## config.mk

```make
export PLATFORM = sky130hd
export DESIGN_NAME = eeprom_ctl
export DESIGN_NICKNAME = d
export VERILOG_FILES = /design/src/eeprom_ctl_pkg.sv /design/src/eeprom_ctl.sv
export VERILOG_INCLUDE_DIRS = /design/src /design/src/src
export SDC_FILE = /design/constraint.sdc
export NUM_CORES = 1
export LEC_CHECK = 0
export BUFFER_PORTS_ARGS = -buffer_cell sky130_fd_sc_hd__buf_2
export CAP_MARGIN = 15
export CORE_MARGIN = 1
export CORE_UTILIZATION = 55
export DETAILED_ROUTE_END_ITERATION = 8
export GPL_TIMING_DRIVEN = 0
export HOLD_SLACK_MARGIN = 0.12
export MAX_ROUTING_LAYER = met4
export PLACE_DENSITY = 0.9
export REMOVE_ABC_BUFFERS = 1
export SKIP_CTS_REPAIR_TIMING = 1
export SLEW_MARGIN = 25
export SYNTH_ARGS = -nofsm -noshare
export SYNTH_HDL_FRONTEND = slang
export SYNTH_SLANG_ARGS = --single-unit
```

## constraint.sdc

```tcl
create_clock -name ref_clk_in -period 2.7 [get_ports ref_clk_in]
set_clock_uncertainty 0.2 [all_clocks]
set_input_delay 0 -clock ref_clk_in [delete_from_list [all_inputs] [get_ports ref_clk_in]]
set_output_delay 0 -clock ref_clk_in [all_outputs]
set_load 0.01 [all_outputs]
```

## src/eeprom_ctl_defines.svh

```systemverilog
// Purpose: constants for the eeprom programming controller
// Assumes: 100 MHz ref_clk_in
// Notes: times kept in their own units, cycle counts derived
`ifndef EEPROM_CTL_DEFINES_SVH
`define EEPROM_CTL_DEFINES_SVH
`define CLK_PERIOD_NS 10
`define ADDR_W 10
`define DATA_W 8
`define MEM_DEPTH 1024
// programming pulse, least 1 ms, most 10 ms
`define PULSE_MIN_US 1000
`define PULSE_CYC ((`PULSE_MIN_US * 1000 + `CLK_PERIOD_NS - 1) / `CLK_PERIOD_NS)
// programming voltage set up before a pulse, 5 us
`define VPP_SETUP_US 5
`define VPP_SETUP_CYC ((`VPP_SETUP_US * 1000 + `CLK_PERIOD_NS - 1) / `CLK_PERIOD_NS)
// address/data set up and hold around strobe, 260 ns
`define SETUP_NS 260
`define SETUP_CYC ((`SETUP_NS + `CLK_PERIOD_NS - 1) / `CLK_PERIOD_NS)
// read access time, 825 ns worst
`define ACCESS_NS 825
`define ACCESS_CYC ((`ACCESS_NS + `CLK_PERIOD_NS - 1) / `CLK_PERIOD_NS)
// strobe high time between accesses, 1.4 us
`define STROBE_HIGH_NS 1400
`define STROBE_HIGH_CYC ((`STROBE_HIGH_NS + `CLK_PERIOD_NS - 1) / `CLK_PERIOD_NS)
`define CNT_W 20
`endif

```

## src/eeprom_ctl_pkg.sv

```systemverilog
// Purpose: types for the eeprom programming controller
// Assumes: eeprom_ctl_defines.svh included first
// Notes: command codes and pin bundle
`include "eeprom_ctl_defines.svh"
package eeprom_ctl_pkg;
  typedef enum logic [1:0] {
    CMD_READ,
    CMD_ERASE,
    CMD_WRITE
  } cmd_type;
  typedef struct packed {
    logic device_select;
    logic latch_strobe_n;
    logic output_drive_n;
    logic program_voltage_en;
  } pins_type;
endpackage

```

## src/eeprom_ctl.sv

```systemverilog
// Purpose: host controller driving a 1024x8 eeprom by its pins
// Assumes: one 100 MHz clock, synchronous active high reset
// Notes: pins use a data bus split into in, out and output enable (low = driving)
//
// Overview of operation
// - erase: strobe and drive high, raise voltage, pulse drive low.
// - erase may be timed by a select pulse with drive held low.
// - controller erases only on request; the host erases before rewriting written locations.
// - write: strobe and drive high, raise voltage, pulse strobe low.
// - address valid at strobe fall, data valid through strobe low.
// - writes may follow erase back to back with voltage held.
// - write may be timed by a select pulse with strobe held low.
`timescale 1ns/100ps
`default_nettype none
`include "eeprom_ctl_defines.svh"
module eeprom_ctl (
  input wire logic ref_clk_in,
  input wire logic srst_in,
  input wire logic clk_en_in,
  input wire logic req_valid_in,
  input wire eeprom_ctl_pkg::cmd_type req_cmd_in,
  input wire logic [`ADDR_W-1:0] req_addr_in,
  input wire logic [`DATA_W-1:0] req_data_in,
  input wire logic keep_voltage_in,
  output logic req_ready_out,
  output logic rsp_valid_out,
  output logic [`DATA_W-1:0] rsp_data_out,
  output logic device_select_out,
  output logic latch_strobe_n_out,
  output logic output_drive_n_out,
  output logic program_voltage_en_out,
  output logic [`ADDR_W-1:0] byte_addr_out,
  input wire logic [`DATA_W-1:0] data_in,
  output logic [`DATA_W-1:0] data_out,
  output logic data_oe_n_out
);
  // ---------------------------------------------------------------
  // state and registers
  // ---------------------------------------------------------------
  typedef enum logic [3:0] {
    ST_IDLE,
    ST_VPP_SETUP,
    ST_SETUP,
    ST_PULSE,
    ST_HOLD,
    ST_ACCESS,
    ST_RECOVER
  } state_type;

  state_type state_q, state_d;
  eeprom_ctl_pkg::cmd_type cmd_q, cmd_d;
  eeprom_ctl_pkg::pins_type pins_q, pins_d;
  logic [`CNT_W-1:0] cnt_q, cnt_d;
  logic [`ADDR_W-1:0] addr_q, addr_d;
  logic [`DATA_W-1:0] wdata_q, wdata_d;
  logic drive_q, drive_d;
  logic rsp_valid_q, rsp_valid_d;
  logic [`DATA_W-1:0] rsp_data_q, rsp_data_d;
  logic [`DATA_W-1:0] rd_meta_q, rd_sync_q;
  logic vpp_on_q, vpp_on_d;
  // registered copies so ready and bus enable leave straight from flops
  logic ready_q, oe_n_q;

  // bus comes from off chip: two flops before anything reads it
  always_ff @(posedge ref_clk_in) begin
    if (srst_in) begin
      rd_meta_q <= '0;
      rd_sync_q <= '0;
    end else if (clk_en_in) begin
      rd_meta_q <= data_in;
      rd_sync_q <= rd_meta_q;
    end
  end

  // ---------------------------------------------------------------
  // decode
  // ---------------------------------------------------------------
  wire cnt_done = (cnt_q == '0);
  wire ready_d = (state_d == ST_IDLE);
  wire take_req = (state_q == ST_IDLE) && req_valid_in;
  wire req_prog = (req_cmd_in != eeprom_ctl_pkg::CMD_READ);
  // voltage may be left raised between operations to chain writes
  wire drop_vpp = vpp_on_q && !keep_voltage_in && !req_valid_in;

  function automatic logic [`CNT_W-1:0] cyc(input int n);
    cyc = `CNT_W'(n - 1);
  endfunction

  // ---------------------------------------------------------------
  // sequencer
  // ---------------------------------------------------------------
  always_comb begin
    state_d = state_q;
    cmd_d = cmd_q;
    pins_d = pins_q;
    cnt_d = cnt_done ? cnt_q : cnt_q - `CNT_W'(1);
    addr_d = addr_q;
    wdata_d = wdata_q;
    drive_d = drive_q;
    rsp_valid_d = 1'b0;
    rsp_data_d = rsp_data_q;
    vpp_on_d = vpp_on_q;
    case (state_q)
      ST_IDLE: begin
        // idle: select high, strobes high, bus released
        // select never pulses, so only the strobes can time a pulse
        pins_d.device_select = 1'b1;
        pins_d.latch_strobe_n = 1'b1;
        pins_d.output_drive_n = 1'b1;
        drive_d = 1'b0;
        if (take_req) begin
          cmd_d = req_cmd_in;
          addr_d = req_addr_in;
          wdata_d = req_data_in;
          if (req_prog) begin
            // skip the voltage wait when it is already up
            pins_d.program_voltage_en = 1'b1;
            vpp_on_d = 1'b1;
            state_d = vpp_on_q ? ST_SETUP : ST_VPP_SETUP;
            cnt_d = vpp_on_q ? cyc(`SETUP_CYC) : cyc(`VPP_SETUP_CYC);
          end else begin
            // reads need normal supply
            pins_d.program_voltage_en = 1'b0;
            vpp_on_d = 1'b0;
            state_d = vpp_on_q ? ST_VPP_SETUP : ST_SETUP;
            cnt_d = vpp_on_q ? cyc(`VPP_SETUP_CYC) : cyc(`SETUP_CYC);
          end
        end else if (drop_vpp) begin
          pins_d.program_voltage_en = 1'b0;
          vpp_on_d = 1'b0;
        end
      end
      ST_VPP_SETUP: begin
        if (cnt_done) begin
          state_d = ST_SETUP;
          cnt_d = cyc(`SETUP_CYC);
        end
      end
      ST_SETUP: begin
        // address and write data settle before the strobe falls
        drive_d = (cmd_q == eeprom_ctl_pkg::CMD_WRITE);
        if (cnt_done) begin
          case (cmd_q)
            eeprom_ctl_pkg::CMD_ERASE: begin
              pins_d.output_drive_n = 1'b0;
              state_d = ST_PULSE;
              cnt_d = cyc(`PULSE_CYC);
            end
            eeprom_ctl_pkg::CMD_WRITE: begin
              pins_d.latch_strobe_n = 1'b0;
              state_d = ST_PULSE;
              cnt_d = cyc(`PULSE_CYC);
            end
            default: begin
              // read: strobe captures address, drive enables outputs
              pins_d.latch_strobe_n = 1'b0;
              pins_d.output_drive_n = 1'b0;
              state_d = ST_ACCESS;
              cnt_d = cyc(`ACCESS_CYC + 2);
            end
          endcase
        end
      end
      ST_PULSE: begin
        // only one strobe is ever low under voltage
        if (cnt_done) begin
          pins_d.latch_strobe_n = 1'b1;
          pins_d.output_drive_n = 1'b1;
          state_d = ST_HOLD;
          cnt_d = cyc(`SETUP_CYC);
        end
      end
      ST_HOLD: begin
        // data and address held past the strobe rise
        if (cnt_done) begin
          drive_d = 1'b0;
          rsp_valid_d = 1'b1;
          state_d = ST_RECOVER;
          cnt_d = cyc(`STROBE_HIGH_CYC);
        end
      end
      ST_ACCESS: begin
        // sampled after access time plus the two sync stages
        if (cnt_done) begin
          rsp_data_d = rd_sync_q;
          rsp_valid_d = 1'b1;
          pins_d.latch_strobe_n = 1'b1;
          pins_d.output_drive_n = 1'b1;
          state_d = ST_RECOVER;
          cnt_d = cyc(`STROBE_HIGH_CYC);
        end
      end
      ST_RECOVER: begin
        if (cnt_done) begin
          state_d = ST_IDLE;
        end
      end
      default: begin
        state_d = ST_IDLE;
      end
    endcase
  end

  // ---------------------------------------------------------------
  // registers
  // ---------------------------------------------------------------
  always_ff @(posedge ref_clk_in) begin
    if (srst_in) begin
      state_q <= ST_IDLE;
      cmd_q <= eeprom_ctl_pkg::CMD_READ;
      // select low at reset keeps the part deaf
      pins_q <= '{device_select: 1'b0, latch_strobe_n: 1'b1,
                  output_drive_n: 1'b1, program_voltage_en: 1'b0};
      cnt_q <= '0;
      addr_q <= '0;
      wdata_q <= '0;
      drive_q <= 1'b0;
      rsp_valid_q <= 1'b0;
      rsp_data_q <= '0;
      vpp_on_q <= 1'b0;
      ready_q <= 1'b1;
      oe_n_q <= 1'b1;
    end else if (clk_en_in) begin
      state_q <= state_d;
      cmd_q <= cmd_d;
      pins_q <= pins_d;
      cnt_q <= cnt_d;
      addr_q <= addr_d;
      wdata_q <= wdata_d;
      drive_q <= drive_d;
      rsp_valid_q <= rsp_valid_d;
      rsp_data_q <= rsp_data_d;
      vpp_on_q <= vpp_on_d;
      ready_q <= ready_d;
      oe_n_q <= ~drive_d;
    end
  end

  // ---------------------------------------------------------------
  // outputs, all straight from flops
  // ---------------------------------------------------------------
  assign req_ready_out = ready_q;
  assign rsp_valid_out = rsp_valid_q;
  assign rsp_data_out = rsp_data_q;
  assign device_select_out = pins_q.device_select;
  assign latch_strobe_n_out = pins_q.latch_strobe_n;
  assign output_drive_n_out = pins_q.output_drive_n;
  assign program_voltage_en_out = pins_q.program_voltage_en;
  assign byte_addr_out = addr_q;
  assign data_out = wdata_q;
  assign data_oe_n_out = oe_n_q;

endmodule
`default_nettype wire

```

==> results.sh <==
export IMPL_status="finished with violations"
export IMPL_violations="setup timing"
export IMPL_clock_power_share_pct=22.9
export IMPL_rows=30
export IMPL_htree_levels=3
export IMPL_clockRootBuffer="clkbuf_8"
export IMPL_p_per_area_nw_per_um2=783
export IMPL_ys_types=73
export IMPL_final_hold_violation_count=0
export IMPL_finalInstanceArea_um2=4940
export IMPL_design_die_area_um2=7570
export IMPL_p_comb_share_pct=41.3
export IMPL_worstSkewPairLatency_ps=360
export IMPL_slew_headroom_pct=33.8
export IMPL_wire_per_inst_um=19.4
export IMPL_synthArstFlopShare_pct=0
export IMPL_clk_pin_slew_ps=80
export IMPL_routed_wl_mm=12.9
export IMPL_fmax_mhz=358
export IMPL_viasPerCell=6.43
export IMPL_layout_commonest_cell="dfxtp_1"
export IMPL_cts_buffers=9
export IMPL_r2r_end="cnt_q[0]"
export IMPL_numClockSinks=76
export IMPL_ios=66
export IMPL_worstMarginPinSlew_ps=993
export IMPL_die_h_um=87.0
export IMPL_syn_avg_cell_area_um2=8.27
export IMPL_yosys_warnings=0
export IMPL_grt_max_degree=70
export IMPL_power_switching_mw=1.63
export IMPL_cts_buffer_depth=2
export IMPL_slew_viol_final=0
export IMPL_arrival_ps=2800
export IMPL_drt_iter0_drc=563
export IMPL_grt_overflow=0
export IMPL_period_needed_ps=2800
export IMPL_start_util_pct=57.6
export IMPL_fin_crit_sh_pct=104
export IMPL_rsz0062_at_grt="yes"
export IMPL_syn_area_um2=3980
export IMPL_antenna_cells=0
export IMPL_r2r_start="cnt_q[1]"
export IMPL_yosysSeqAreaShare_pct=38.3
export IMPL_grt_usage_pct=30.0
export IMPL_internal_power_mw=2.24
export IMPL_whs_path_depth=3
export IMPL_switching_share_pct=42.1
export IMPL_die_x_um=87.0
export IMPL_setup_ws_ps=-96.4
export IMPL_startpoint="cnt_q[1]"
export IMPL_nets=606
export IMPL_area_growth_pct=24.2
export IMPL_cp_required_ps=2710
export IMPL_crit_path_end="cnt_q[0]"
export IMPL_setup_viol=1
export IMPL_antenna_found_initial=0
export IMPL_io_buffers=65
export IMPL_placed_cell_area_um2=4260
export IMPL_final_cell_mix="74 x dfxtp_1, 64 x buf_2, 58 x nand2_1, 47 x nor2_1, 40 x dlygate4sd3_1"
export IMPL_ir_drop_v=0.000503
export IMPL_ys_seq_elements=76
export IMPL_grt_pass1_vias=3566
export IMPL_cts_tree="done"
export IMPL_place_ws_ps=-366
export IMPL_min_path_type="input pin to flip-flop"
export IMPL_drt_first_pass_iters=6
export IMPL_yosys_most_used_dff="dfxtp_1"
export IMPL_layout_drive_gt1_share_pct=20.6
export IMPL_critPathMaxFanout=6
export IMPL_seq_power_share_pct=35.8
export IMPL_drv_cap=0
export IMPL_ff2ff_path_depth=11
export IMPL_power_leakage_nw=2.02
export IMPL_vias=4297
export IMPL_routabilityCongestion=1.00
export IMPL_startpoint_type="flip-flop"
export IMPL_setup_worst_path_end_class="flip-flop"
export IMPL_synth_edf_count=0
export IMPL_reg2reg_slack_ps=-100
export IMPL_criticalPathCategory="flip-flop to flip-flop"
export IMPL_design_core_area_um2=6910
export IMPL_drc=0
export IMPL_ant_nets=0
export IMPL_hpwl_mm=7.18
export IMPL_grt_pass1_wl_mm=17.2
export IMPL_syn_inst=481
[per-layer routing]
| layer | track usage [%] | vias to the layer above | share of wire [%] |
|---|---|---|---|
| met1 | 38.6 | 2013 | 39 |
| met2 | 45.3 | 279 | 48 |
| met4 | 11.7 | 0 | 3.5 |
| met3 | 7.30 | 59 | 9.7 |
| li1 | - | 1946 | - |
| met5 | - | - | 0 |
[stage by stage]
stage / power (mW) / util [%] / hold WS [ps] / TNS (ps) / cells
after floorplan: 2.32 / - / -131 / 0 / 447
after detailed placement: 2.73 / 61.7 / 46.2 / -8110 / 608
after CTS: 3.60 / 64.4 / -332 / -3110 / 623
after global placement: 2.70 / 61.6 / 35.0 / -6920 / 608
final: 3.86 / 71.5 / 176 / -96.4 / 668
after global routing: 4.02 / 71.5 / 218 / -841 / 668
[registers in the layout (all words and copies together), names as in the netlist, 2 cells and up]
signal and count:
cnt_q 20, rd_sync_q 8, byte_addr_out 10, cmd_q 2
data_out 8, rd_meta_q 8, state_q 4, rsp_data_out 8
[power groups by stage]
stage / registers (mW) / logic [mW] / clock network, mW
floorplan: 1.37 / 0.949 / 0
global placement: 1.38 / 1.31 / 0
detailed placement: 1.39 / 1.34 / 0
CTS: 1.37 / 1.35 / 0.882
global route: 1.40 / 1.69 / 0.933
finish: 1.38 / 1.59 / 0.886
[worst min-delay path by stage]
stage                        start                to
global route             clk_en_in         cnt_q[18]
global placement        data_in[7]      rd_meta_q[7]
floorplan                  srst_in  byte_addr_out[0]
detailed placement  req_addr_in[8]  byte_addr_out[8]
CTS                 req_data_in[0]       data_out[0]
finish                   clk_en_in         cnt_q[18]
[area by class of cell]
cell class	instances	area, µm²
Clock inverter	6	65.1
Inverter	15	56.3
Sequential cell	76	1520
Fill cell	537	1970
Tap cell	96	120
Clock buffer	9	124
Multi-Input combinational cell	356	2280
Timing Repair Buffer	110	766
[critical path: stages (launching register included)]
cell       delay (ps)
dfxtp_2           360
inv_1              80
ha_1              160
nor3b_4           280
nand4b_1          320
nor2_4            230
inv_1             110
ha_1              300
a22oi_1           190
o2111ai_1         120
a31oi_1           240
a211oi_1           60
[kinds of logic after synthesis]
kind of cell	count (synthesis)	share of synthesized area, %
buf+inv	49	5.57
fa+ha+maj	5	1.57
compound gates	128	21.9
flops	76	38.3
simple gates	197	26.2
xor+xnor	2	0.441
mux	24	6.04
[synthesized netlist by cell type, types with 4 or more instances]
cell / n / area share [%]
a211oi_1: 8 / 1.5
a21oi_1: 38 / 4.8
a31oi_1: 5 / 0.79
buf_2: 4 / 0.50
clkbuf_1: 23 / 2.2
dfxtp_1: 76 / 38
ha_1: 5 / 1.6
inv_1: 15 / 1.4
mux2i_1: 24 / 6.0
nand2_1: 58 / 5.5
nand2b_1: 4 / 0.63
nand3_1: 11 / 1.4
nand4_1: 7 / 1.1
nor2_1: 48 / 4.5
nor2b_1: 4 / 0.63
nor3_1: 12 / 1.5
nor3b_1: 5 / 0.94
nor4_1: 13 / 2.0
o21ai_0: 24 / 3.0
o31a_1: 4 / 0.88
o31ai_1: 5 / 0.94
o32ai_1: 4 / 0.88
o41ai_1: 4 / 0.88
or2_2: 4 / 0.63
or3_1: 4 / 0.63
or4_1: 4 / 0.76
Note: power is estimated with default switching activity, not from simulation.
